--- src/verilog/ibc_pkg.sv ---
// package for the receive in-band loop code block: register map, resets, timing, carrier types
package ibc_pkg;

  // word index of each register; byte address is four times the index
  localparam logic [7:0] IDX_CONTROL   = 8'h0a;
  localparam logic [7:0] IDX_UP_LOW    = 8'h0d;
  localparam logic [7:0] IDX_UP_HIGH   = 8'h0e;
  localparam logic [7:0] IDX_DOWN_LOW  = 8'h0f;
  localparam logic [7:0] IDX_DOWN_HIGH = 8'h10;
  localparam logic [7:0] IDX_STATUS    = 8'h11;
  localparam logic [7:0] IDX_MASK      = 8'h12;

  // field positions in the control register
  localparam int UP_SEL_LSB   = 3;
  localparam int DOWN_SEL_LSB = 0;
  localparam logic [2:0] SEL_LONG = 3'h7;   // 16 or 8 bit setting

  // status and mask bit positions
  localparam int ST_DOWN = 0;
  localparam int ST_UP   = 1;

  // values after reset
  localparam logic [7:0] RST_BYTE = 8'h00;
  localparam logic [1:0] RST_FLAG = 2'h0;

  // integration time
  localparam int CLK_KHZ      = 50_000;
  localparam int INTEG_MS     = 48;
  localparam int INTEG_CYCLES = INTEG_MS * CLK_KHZ;

  // a pattern as the comparator sees it: first bit at seq[15]
  typedef struct packed {
    logic [15:0] seq;
    logic [4:0]  len;
  } ibc_pattern_s;

endpackage : ibc_pkg
--- src/verilog/ibc_code_det.sv ---
// one repeating-pattern detector with error-tolerant integration
`timescale 1ns/1ns
module ibc_code_det (
  input  wire logic                 clk,
  input  wire logic                 rst_n,
  input  wire logic                 bit_en,
  input  wire logic [15:0]          window,
  input  ibc_pkg::ibc_pattern_s     pat,
  input  wire logic                 window_end,
  output logic                      detected
);
  import ibc_pkg::*;

  logic [21:0] bit_cnt_reg;
  logic [21:0] miss_cnt_reg;
  logic        hit;

  // true when the newest len bits equal some rotation of the pattern
  function automatic logic rot_match(input logic [15:0] w, input logic [15:0] seq, input logic [4:0] len);
    logic any;
    logic ok;
    int   idx;
    any = 1'b0;
    for (int r = 0; r < 16; r++) begin
      ok = (r < int'(len));
      for (int k = 0; k < 16; k++) begin
        if (k < int'(len)) begin
          idx = k + r;
          if (idx >= int'(len)) begin
            idx = idx - int'(len);
          end
          if (w[int'(len) - 1 - k] != seq[15 - idx]) begin
            ok = 1'b0;
          end
        end
      end
      any = any | ok;
    end
    return any;
  endfunction : rot_match

  assign hit = rot_match(window, pat.seq, pat.len);

  // count bits and mismatching windows; a bit landing on window_end is dropped with the clear
  always_ff @(posedge clk or negedge rst_n) begin
    if (!rst_n) begin
      bit_cnt_reg  <= '0;
      miss_cnt_reg <= '0;
    end else if (window_end) begin
      bit_cnt_reg  <= '0;
      miss_cnt_reg <= '0;
    end else if (bit_en) begin
      bit_cnt_reg  <= bit_cnt_reg + 22'h00_0001;
      miss_cnt_reg <= miss_cnt_reg + {21'h00_0000, ~hit};
    end
  end

  // one bit error spoils up to len windows, so a quarter of misses is tolerated
  always_ff @(posedge clk or negedge rst_n) begin
    if (!rst_n) begin
      detected <= 1'b0;
    end else if (window_end) begin
      detected <= (bit_cnt_reg != 22'h00_0000) && ({miss_cnt_reg, 2'b00} <= {2'b00, bit_cnt_reg});
    end
  end

endmodule : ibc_code_det

--- src/verilog/ibc_loop_code_rx.sv ---
// receive in-band loop code definitions, detectors and their AHB-Lite register slave
`timescale 1ns/1ns
module ibc_loop_code_rx #(
  parameter int INTEG_CYCLES = ibc_pkg::INTEG_CYCLES
) (
  input  wire logic        hclk,
  input  wire logic        hresetn,
  input  wire logic        hsel,
  input  wire logic [31:0] haddr,
  input  wire logic [1:0]  htrans,
  input  wire logic        hwrite,
  input  wire logic [2:0]  hsize,
  input  wire logic [31:0] hwdata,
  input  wire logic        hready,
  output logic      [31:0] hrdata,
  output logic             hreadyout,
  output logic             hresp,
  input  wire logic        rx_bit_en,
  input  wire logic        rx_data,
  output logic             up_code_detected,
  output logic             down_code_detected,
  output logic             irq
);
  import ibc_pkg::*;

  logic [7:0]   control_reg;
  logic [7:0]   up_low_reg;
  logic [7:0]   up_high_reg;
  logic [7:0]   down_low_reg;
  logic [7:0]   down_high_reg;
  logic [1:0]   status_reg;
  logic [1:0]   mask_reg;
  logic [15:0]  window_reg;
  logic [21:0]  timer_reg;
  logic         window_end_reg;
  logic         verdict_ready_reg;
  logic         wr_pend_reg;
  logic [7:0]   wr_idx_reg;
  logic         take;
  logic [7:0]   idx;
  logic [1:0]   status_set;
  logic [1:0]   status_clr;
  logic [31:0]  rd_word;
  ibc_pattern_s up_pat;
  ibc_pattern_s down_pat;

  // address phase is taken when selected, non-idle and the bus is ready
  assign take = hsel && htrans[1] && hready;
  assign idx  = (haddr[31:10] == 22'h00_0000 && haddr[1:0] == 2'b00) ? haddr[9:2] : 8'hff;

  // bus answers with zero wait states and always OKAY
  always_ff @(posedge hclk or negedge hresetn) begin
    if (!hresetn) begin
      hreadyout <= 1'b0;
      hresp     <= 1'b0;
    end else begin
      hreadyout <= 1'b1;
      hresp     <= 1'b0;
    end
  end

  // remember a write for its data phase
  always_ff @(posedge hclk or negedge hresetn) begin
    if (!hresetn) begin
      wr_pend_reg <= 1'b0;
      wr_idx_reg  <= 8'h00;
    end else if (hready) begin
      wr_pend_reg <= take && hwrite;
      wr_idx_reg  <= idx;
    end
  end

  // read mux; unmapped words read as zero
  always_comb begin
    rd_word = 32'h0000_0000;
    if (idx == IDX_CONTROL) begin
      rd_word[7:0] = control_reg;
    end else if (idx == IDX_UP_LOW) begin
      rd_word[7:0] = up_low_reg;
    end else if (idx == IDX_UP_HIGH) begin
      rd_word[7:0] = up_high_reg;
    end else if (idx == IDX_DOWN_LOW) begin
      rd_word[7:0] = down_low_reg;
    end else if (idx == IDX_DOWN_HIGH) begin
      rd_word[7:0] = down_high_reg;
    end else if (idx == IDX_STATUS) begin
      rd_word[1:0] = status_reg;
    end else if (idx == IDX_MASK) begin
      rd_word[1:0] = mask_reg;
    end
  end

  // read data registered at the end of the address phase
  always_ff @(posedge hclk or negedge hresetn) begin
    if (!hresetn) begin
      hrdata <= 32'h0000_0000;
    end else if (take && !hwrite) begin
      hrdata <= rd_word;
    end
  end

  // definition and control writes; each register only changes on its own index
  always_ff @(posedge hclk or negedge hresetn) begin
    if (!hresetn) begin
      control_reg   <= RST_BYTE;
      up_low_reg    <= RST_BYTE;
      up_high_reg   <= RST_BYTE;
      down_low_reg  <= RST_BYTE;
      down_high_reg <= RST_BYTE;
      mask_reg      <= RST_FLAG;
    end else if (wr_pend_reg) begin
      if (wr_idx_reg == IDX_CONTROL) begin
        control_reg <= hwdata[7:0];
      end else if (wr_idx_reg == IDX_UP_LOW) begin
        up_low_reg <= hwdata[7:0];
      end else if (wr_idx_reg == IDX_UP_HIGH) begin
        up_high_reg <= hwdata[7:0];
      end else if (wr_idx_reg == IDX_DOWN_LOW) begin
        down_low_reg <= hwdata[7:0];
      end else if (wr_idx_reg == IDX_DOWN_HIGH) begin
        down_high_reg <= hwdata[7:0];
      end else if (wr_idx_reg == IDX_MASK) begin
        mask_reg <= hwdata[1:0];
      end
    end
  end

  // length decode: select 7 is the long setting, an 8-bit code is the same byte in both halves
  function automatic ibc_pattern_s make_pat(input logic [2:0] sel, input logic [7:0] lo, input logic [7:0] hi);
    ibc_pattern_s p;
    logic [7:0]   keep;
    p = '0;
    keep = 8'hff << (4'h7 - {1'b0, sel});
    if (sel == SEL_LONG) begin
      p.len = 5'h10;
      p.seq = {hi, lo};
    end else begin
      p.len = {2'b00, sel} + 5'h01;
      p.seq = {lo & keep, 8'h00};
    end
    return p;
  endfunction : make_pat

  assign up_pat   = make_pat(control_reg[UP_SEL_LSB +: 3], up_low_reg, up_high_reg);
  assign down_pat = make_pat(control_reg[DOWN_SEL_LSB +: 3], down_low_reg, down_high_reg);

  // newest received bit enters at bit 0
  always_ff @(posedge hclk or negedge hresetn) begin
    if (!hresetn) begin
      window_reg <= 16'h0000;
    end else if (rx_bit_en) begin
      window_reg <= {window_reg[14:0], rx_data};
    end
  end

  // integration timer, shared by both detectors so their verdicts line up
  always_ff @(posedge hclk or negedge hresetn) begin
    if (!hresetn) begin
      timer_reg      <= 22'h00_0000;
      window_end_reg <= 1'b0;
    end else if (timer_reg == 22'(INTEG_CYCLES - 1)) begin
      timer_reg      <= 22'h00_0000;
      window_end_reg <= 1'b1;
    end else begin
      timer_reg      <= timer_reg + 22'h00_0001;
      window_end_reg <= 1'b0;
    end
  end

  // verdicts settle one edge after window_end, so events wait for the fresh values, not last window's
  always_ff @(posedge hclk or negedge hresetn) begin
    if (!hresetn) begin
      verdict_ready_reg <= 1'b0;
    end else begin
      verdict_ready_reg <= window_end_reg;
    end
  end

  ibc_code_det u_up_det (
    .clk        (hclk),
    .rst_n      (hresetn),
    .bit_en     (rx_bit_en),
    .window     (window_reg),
    .pat        (up_pat),
    .window_end (window_end_reg),
    .detected   (up_code_detected)
  );

  ibc_code_det u_down_det (
    .clk        (hclk),
    .rst_n      (hresetn),
    .bit_en     (rx_bit_en),
    .window     (window_reg),
    .pat        (down_pat),
    .window_end (window_end_reg),
    .detected   (down_code_detected)
  );

  // a verdict that stays set keeps raising its event every window; set beats a write-one clear
  assign status_set = {up_code_detected, down_code_detected} & {2{verdict_ready_reg}};
  assign status_clr = (wr_pend_reg && wr_idx_reg == IDX_STATUS) ? hwdata[1:0] : 2'b00;

  always_ff @(posedge hclk or negedge hresetn) begin
    if (!hresetn) begin
      status_reg <= RST_FLAG;
    end else begin
      status_reg <= (status_reg & ~status_clr) | status_set;
    end
  end

  // level interrupt, one cycle behind the status bits
  always_ff @(posedge hclk or negedge hresetn) begin
    if (!hresetn) begin
      irq <= 1'b0;
    end else begin
      irq <= |(status_reg & mask_reg);
    end
  end
endmodule : ibc_loop_code_rx

--- config.mk ---
export PLATFORM = sky130hd
export DESIGN_NAME = ibc_loop_code_rx
export DESIGN_NICKNAME = d
export VERILOG_FILES = /design/src/verilog/ibc_pkg.sv /design/src/verilog/ibc_code_det.sv /design/src/verilog/ibc_loop_code_rx.sv
export SDC_FILE = /design/constraint.sdc
export NUM_CORES = 1
export LEC_CHECK = 0
export BUFFER_PORTS_ARGS = -buffer_cell sky130_fd_sc_hd__buf_2
export CAP_MARGIN = 15
export CORE_MARGIN = 1.5
export CORE_UTILIZATION = 45
export DETAILED_ROUTE_END_ITERATION = 10
export GPL_TIMING_DRIVEN = 0
export SYNTH_ARGS = -nofsm -noshare
export SYNTH_HDL_FRONTEND = slang
export SYNTH_SLANG_ARGS = --single-unit
export TNS_END_PERCENT = 1
--- constraint.sdc ---
create_clock -name hclk -period 11.52 [get_ports hclk]
set_clock_uncertainty 0.05 [all_clocks]
set_input_delay 1.152 -clock hclk [delete_from_list [all_inputs] [get_ports hclk]]
set_output_delay 1.152 -clock hclk [all_outputs]
set_load 0.02 [all_outputs]
=== Yosys cells after proc, flatten, opt, wreduce, memory -nomap -nowiden ===
Cells that the tools add are included.

* Flip-flop bits (word level): 193
* Input port bits: 76
* Output and inout bits: 37

* Add/subtract/negate cells: 615
* Magnitude comparators: 640
* Equality and inequality tests: 529
* Shift operators: 2
* Multiplexer cells: 3,252
* Bitwise logic cells: 44
* Reductions and logical operators: 21

{| class="wikitable"
|+ Operators by type and width
! kind !! number
|-
| $mux W32 || 574
|-
| $lt A32 B6 Y1 const B || 544
|-
| $sub A5 B32 Y32 const A || 512
|-
| $bmux W1 S4 || 544
|-
| $mux W1 || 2,113
|-
| $ne A1 B1 Y1 || 512
|-
| $sub A32 B5 Y32 const B || 16
|-
| $sub A32 B4 Y32 const B || 8
|-
| $mux W22 || 9
|-
| $sub A5 B5 Y6 const A || 30
|-
| $ge A5 B5 Y1 const A || 30
|-
| $sub A32 B3 Y32 const B || 4
|-
| $sub A4 B5 Y6 const A || 16
|-
| $ge A4 B5 Y1 const A || 16
|-
| $lt A4 B5 Y1 const A || 16
|-
| $add A22 B1 Y22 const B || 3
|-
| $eq A8 B4 Y1 const B || 8
|-
| $sub A32 B2 Y32 const B || 2
|-
| $eq A8 B5 Y1 const B || 6
|-
| $le A24 B22 Y1 || 2
|-
| $sub A3 B5 Y6 const A || 8
|-
| $add A22 B1 Y22 || 2
|-
| $reduce_bool A22 Y1 || 2
|-
| $mux W21 || 2
|-
| 35 further kinds || 124
|}

=== Depth between registers and ports, before layout ===
* Depth in word-level cells: 63
* Mapped depth: 31
* Gate-level depth less buffers: 25

=== Cells and area by module ===
A second synthesis with hierarchy kept.

* Cell total of the unflattened synthesis: 3,658
* Area total of the unflattened synthesis: 29,757.3 µm²

{| class="wikitable"
|+ Modules (own cells, without submodules)
! module !! times used !! cells an instance !! area an instance (µm²) !! sequential area each (µm²)
|-
| ibc_code_det at u_up_det || 1 || 1,573 || 12,211.7 || 1,126.1
|-
| ibc_code_det at u_down_det || 1 || 1,569 || 12,177.9 || 1,126.1
|-
| ibc_loop_code_rx || 1 || 516 || 5,367.6 || 2,577.5
|}

=== Least setup slack after synthesis ===
OpenSTA, ideal clock, no wires.

* Path kind: flip-flop to flip-flop
* From: register control_reg[1]
* To: register u_down_det.miss_cnt_reg[16]
* Setup time: 0.078 ns
* Arrival time: 6.227 ns
* Data required time: 11.392 ns
* Slack: 5.165 ns
* Stages on the path, launching flop included: 29
* Clock period less this slack: 6.355 ns
* Cell sequence: dfrtp_1 > ha_1 > ha_1 > buf_2 > nand2b_1 > buf_4 > ha_1 > buf_2 > xnor2_1 > inv_1 > clkbuf_1 > ha_1 > inv_1 > a22o_1 > o211ai_1 > mux2i_2 > buf_6 > xnor2_1 > o221ai_1 > a2111oi_2 > a2111o_1 > nor4_2 > ha_1 > ha_1 > and3_1 > nor2b_1 > nand4_1 > or3_1 > a21oi_1

* Cells in the longest elaborated chain, start to end: 61
* Elaborated cells between the ends (all ways): 2,246

{| class="wikitable"
|+ RTL lines
! item !! line !! text
|-
| start, declared || ibc_loop_code_rx.sv:26 || <nowiki>logic [7:0] control_reg;</nowiki>
|-
| start signal, assigned || ibc_loop_code_rx.sv:113 || <nowiki>control_reg <= hwdata[7:0];</nowiki>
|-
| $add A3 B1 Y4 or $eq A3 B3 Y1 (tied branches) || ibc_loop_code_rx.sv:138, ibc_loop_code_rx.sv:134 ||
|-
| $mux W21 * || ibc_loop_code_rx.sv:134 || <nowiki>if (sel == SEL_LONG) begin</nowiki>
|-
| $sub A1 B5 Y6 or $ge A1 B5 Y1 (tied branches) || ibc_code_det.sv:30, ibc_code_det.sv:29 ||
|-
| $mux W32 || ibc_code_det.sv:29 || <nowiki>if (idx >= int'(len)) begin</nowiki>
|-
| $mux W32 || ibc_code_det.sv:27 || <nowiki>if (k < int'(len)) begin</nowiki>
|-
| $sub A5 B32 Y32 || ibc_code_det.sv:32 || <nowiki>if (w[int'(len) - 1 - k] != seq[15 - idx]) begin</nowiki>
|-
| $bmux W1 S4 || ibc_code_det.sv:32 ||
|-
| $mux W1 (implied by the code) (2 in a row) || ibc_code_det.sv:32 ||
|-
| [31 not listed] || -- ||
|-
| $mux W1 || ibc_code_det.sv:32 ||
|-
| $mux W1 || ibc_code_det.sv:27 ||
|-
| $or A1 B1 Y1 (14 in a row) || ibc_code_det.sv:37 || <nowiki>any = any | ok;</nowiki>
|-
| $or A1 B1 Y1 * || ibc_code_det.sv:37 ||
|-
| $not A1 Y1 * || ibc_code_det.sv:54 || <nowiki>miss_cnt_reg <= miss_cnt_reg + {21'h00_0000, ~hit};</nowiki>
|-
| $add A22 B1 Y22 * || ibc_code_det.sv:54 ||
|-
| $mux W22 * || ibc_code_det.sv:52 || <nowiki>end else if (bit_en) begin</nowiki>
|-
| $mux W22 * || ibc_code_det.sv:49 || <nowiki>end else if (window_end) begin</nowiki>
|-
| end signal, assigned || ibc_code_det.sv:54 ||
|-
| end, declared || ibc_code_det.sv:15 || <nowiki>logic [21:0] miss_cnt_reg;</nowiki>
|}

Mark *: on every way between the ends. The rest lies on a longest branch, timed or not. The select of a mux whose other input is x is not followed.
A chain may end at the register's enable or synchronous reset.

=== Final worst setup path ===
* From: register control_reg[3]
* To: register u_up_det.miss_cnt_reg[21]

* Cells in the longest elaborated chain, start to end: 61
* Elaborated cells between the ends (all ways): 2,246

{| class="wikitable"
|+ RTL lines
! item !! line
|-
| $add A3 B1 Y4 or $eq A3 B3 Y1 (tied branches) || ibc_loop_code_rx.sv:138, ibc_loop_code_rx.sv:134
|-
| $mux W21 * || ibc_loop_code_rx.sv:134
|-
| $sub A1 B5 Y6 or $ge A1 B5 Y1 (tied branches) || ibc_code_det.sv:30, ibc_code_det.sv:29
|-
| $mux W32 || ibc_code_det.sv:29
|-
| $mux W32 || ibc_code_det.sv:27
|-
| $sub A5 B32 Y32 || ibc_code_det.sv:32
|-
| $bmux W1 S4 || ibc_code_det.sv:32
|-
| $mux W1 (implied by the code) (2 in a row) || ibc_code_det.sv:32
|-
| [31 not listed] || --
|-
| $mux W1 || ibc_code_det.sv:32
|-
| $mux W1 || ibc_code_det.sv:27
|-
| $or A1 B1 Y1 (14 in a row) || ibc_code_det.sv:37
|-
| $or A1 B1 Y1 * || ibc_code_det.sv:37
|-
| $not A1 Y1 * || ibc_code_det.sv:54
|-
| $add A22 B1 Y22 * || ibc_code_det.sv:54
|-
| $mux W22 * || ibc_code_det.sv:52
|-
| $mux W22 * || ibc_code_det.sv:49
|-
| end signal, assigned || ibc_code_det.sv:54
|-
| end, declared || ibc_code_det.sv:15
|}

Marks and branches as above.

==> metrics.md <==
| Metric | Value |
|---|---|
| Final Hold Vio Count | `0` |
| Die X-Extent | `approximately 240 um` |
| Pre-antenna DRT Iters | `6` |
| First-pass GRT wire length | `roughly 170,000 um` |
| Pwr per Cell Area | `around 210 nW/um^2` |
| WHS Endpoint | `verdict_ready_reg` |
| Largest net degree at the start of global routing | `between 100 and 150` |
| Hold_buf cts | `0` |
| Gp weighted congestion | `around 1.1` |
| Die Span Y | `between 200 and 250 um` |
| Synth Flop Type | `dfrtp_1` |
| Worst Setup Start Kind | `flip-flop` |
| #FFs+latches synth | `between 150 and 200` |
| Clk_lat worst skew | `between 400 and 500 ps` |
| DRC viols | `0` |
| Fin worst setup slack | `approximately 2000 ps` |
| Die Area | `59,100 sq um` |
| Post-synth EDFFs | `0` |
| Reg2reg path depth | `29` |
| Combinational family with the most area after synthesis | `compound AO/OA/AOI/OAI gates` |
| Max FO, Critical Path | `11` |
| Most frequent CP cell | `ha_1` |
| Yosys Warn Count | `0` |
| Busiest grt layer | `met1` |
| RSZ-0062 raised after global routing | `no` |
| Seq/Total Area, Yosys | `18.6%` |
| Post-Route Setup TNS | `0 ps` |
| Grt met1 use | `~56%` |
| CORE AREA | `~57,000 sq um` |
| Synthesized area | `roughly 26,000 sq um` |
| Clock Tree Buf Depth | `2` |
| PortBufs | `between 50 and 60` |
| Final hold slack | `around 350 ps` |
| CTS sink count | `approximately 190` |
| Via Count | `26,500` |
| Antenna-violating nets left | `0` |
| Nets | `between 3,000 and 4,000` |
| Postcts setup bufs | `0` |
| Vias per inst | `around 6.7` |
| Worst-margin pin slew | `between 1000 and 1500 ps` |
| Slew HR | `6.30%` |
| Met2 Track Usage GR | `approximately 50%` |
| Num rows | `87` |
| Vias in the first global route | `~25,000` |
| Overflow after GRT | `0` |
| Drt total wl | `114,000 um` |
| Leakage power | `~11 nW` |
| Fill cells | `5,576` |
| Reg2reg setup slack | `~2000 ps` |
| Post-synthesis compound-gate area fraction | `between 20% and 30%` |
| Slowest-stage cell, CP | `nor3_1` |
| I/O Pins | `approximately 110` |
| Hold path depth | `0` |
| DR iter-0 viols | `3,642` |
| Top cell type by total area after synthesis | `dfrtp_1` |
| Area Overhead vs Synth | `7.85%` |
| Period minus WS final | `between 9000 and 10,000 ps` |
| Crit. End Element | `flip-flop` |
| Post-synthesis mux area share | `about an eighth` |
| Clk pin slew, worst setup/hold paths | `about 80 ps` |
| HPWL Detailed | `~86,000 um` |
| Required time of the critical path | `11,870 ps` |
| Synth Area in Adders | `under 10%` |
| Num CTS Buffers | `17` |
| Reg-to-Reg End | `u_up_det.miss_cnt_reg[21]` |
| Worst vdd ir | `between 100 and 150 uV` |
| Share of layout cells above drive strength 1 | `between 10% and 20%` |
| Mapped Cells | `3,083` |
| Final period util | `between 80 and 90%` |
| Final setup fails | `0` |
| Max-cap viol count | `0` |
| Min-Delay Path Class | `reg -> reg` |
| Max Fclk | `roughly 110 MHz` |
| Worst setup path start | `control_reg[3]` |
| Kind of critical path | `reg -> reg` |
| Status | `finished clean` |
| Synth Area in XOR/XNOR | `approximately a fifth` |
| CTS tree | `yes` |
| Worst flop-to-flop path startpoint | `control_reg[3]` |
| Clk root buf | `clkbuf_16` |
| DP Worst Slack | `between 2000 and 2500 ps` |
| Mean post-synth cell area | `between 8 and 9 sq um` |
| Avg WL per Cell | `28.8 um` |
| Distinct cells, synth | `114` |
| GRT met3 Usage | `between 10% and 20%` |
| Hold_sp | `window_end_reg` |
| Total Routing Usage GR | `between 30 and 40%` |
| # diodes | `0` |
| Final Slew Violations | `0` |
| Yosys top cell area share | `a little under a fifth` |
| Top cells by area, synth | `dfrtp_1 19%, xnor2_1 11%, xor2_1 9.4%` |
| PostCTS Resize Cnt | `0` |
| Synth Area in Simple Gates | `16.5%` |
| CP peak stage delay | `between 800 and 900 ps` |
| H-tree depth | `4` |
| Crit path DAT | `between 9000 and 10,000 ps` |
| Async set-reset flop share out of synthesis | `100%` |
| Initial antenna violation count | `1` |
| Starting density of the core | `a little under half` |
-- metal layers --
metal,share of wire [%],up-vias
met5,0.071,-
li1,-,11400
met2,40,1672
met3,13,259
met4,2.7,4
met1,45,13100
-- area by class of cell --
type                       count  area (sq um)  share of cell area [%]
clock buffer                  17           425                    1.52
inverter                      87           327                    1.17
multi-input combinational   2567         19500                    69.7
sequential                   193          4830                    17.3
clock inverter                15           193                   0.689
tap                          756           946                    3.38
buffer                       260          1380                    4.95
timing repair buffer          64           368                    1.32
-- stage by stage --
stage	util (%)	cells	cell area (sq um)	power, mW
after global placement	48.0	3919	27200	4.95
final	49.3	3959	28000	5.82
after detailed placement	48.2	3925	27300	4.99
after global routing	49.3	3959	28000	6.07
after floorplan	-	3107	26000	3.91
after CTS	49.3	3957	27900	5.65
-- placed cells by master (no fill, tap or decap), types with 13 or more instances in the layout --
cell and n:
ha_1 97, mux4_2 40, nand2_1 200, buf_2 141, clkbuf_1 85, buf_1 19, nand3_1 89, a21o_1 31
a211oi_1 25, o221ai_1 28, a2111oi_0 18, a221oi_1 37, a21oi_1 123, or3_1 23, o2111ai_1 14, nor2_1 217
dfrtp_1 193, mux2_2 80, o211ai_1 24, nor4_1 40, xnor2_1 334, nand4_1 60, and2_1 20, inv_1 76
nand2b_1 28, and3_1 26, nor2b_1 32, conb_1 26, a31oi_1 13, mux2i_1 83, buf_4 68, nor3_1 42
clkbuf_16 17, o21ai_0 120, xor2_1 279, a22oi_1 38, o22ai_1 89
-- power breakdown --
part | internal (mW) | switching (mW) | total [mW]
Combinational | 1.67 | 2.62 | 4.30
Sequential | 0.758 | 0.130 | 0.888
Clock | 0.331 | 0.303 | 0.634
-- cells by family after synthesis --
| group | after synthesis |
|---|---|
| other cells | 2 |
| compound gates | 751 |
| flops | 193 |
| fa+ha+maj | 99 |
| buf+inv | 347 |
| simple gates | 852 |
| mux | 225 |
| xor+xnor | 614 |
-- Yosys cell counts (all sizes together) (44+ instances only) --
library cell  count
nand3            90
clkbuf           85
o21ai           137
nor3             44
inv              80
nand4            60
mux2i           105
nand2           200
o22ai            89
buf             175
ha               97
xnor2           334
nor2            218
dfrtp           193
mux2             80
a21oi           125
xor2            280
-- critical path, delay by kind of cell (launching register included) --
kind	cells	cell delay [ps]
AO/OA/AOI/OAI	6	1350
XOR/XNOR	1	90
adder cells (fa/ha/maj)	4	1130
buffers and inverters	9	2890
flip-flops	1	520
AND/OR/NAND/NOR	9	3400
-- worst max path at each step --
| stage | end | slack [ps] | cells after the start |
|---|---|---|---|
| 3_3_place_gp | u_up_det.miss_cnt_reg[21] | 2390 | 29 |
| 5_1_grt | u_up_det.miss_cnt_reg[21] | 1870 | 29 |
| 2_1_floorplan | u_down_det.miss_cnt_reg[16] | 5170 | 28 |
| 3_5_place_dp | u_up_det.miss_cnt_reg[21] | 2360 | 29 |
| 4_1_cts | u_up_det.miss_cnt_reg[21] | 2350 | 29 |
| 6_report | u_up_det.miss_cnt_reg[21] | 2000 | 29 |
(Power assumes the default switching activity.)
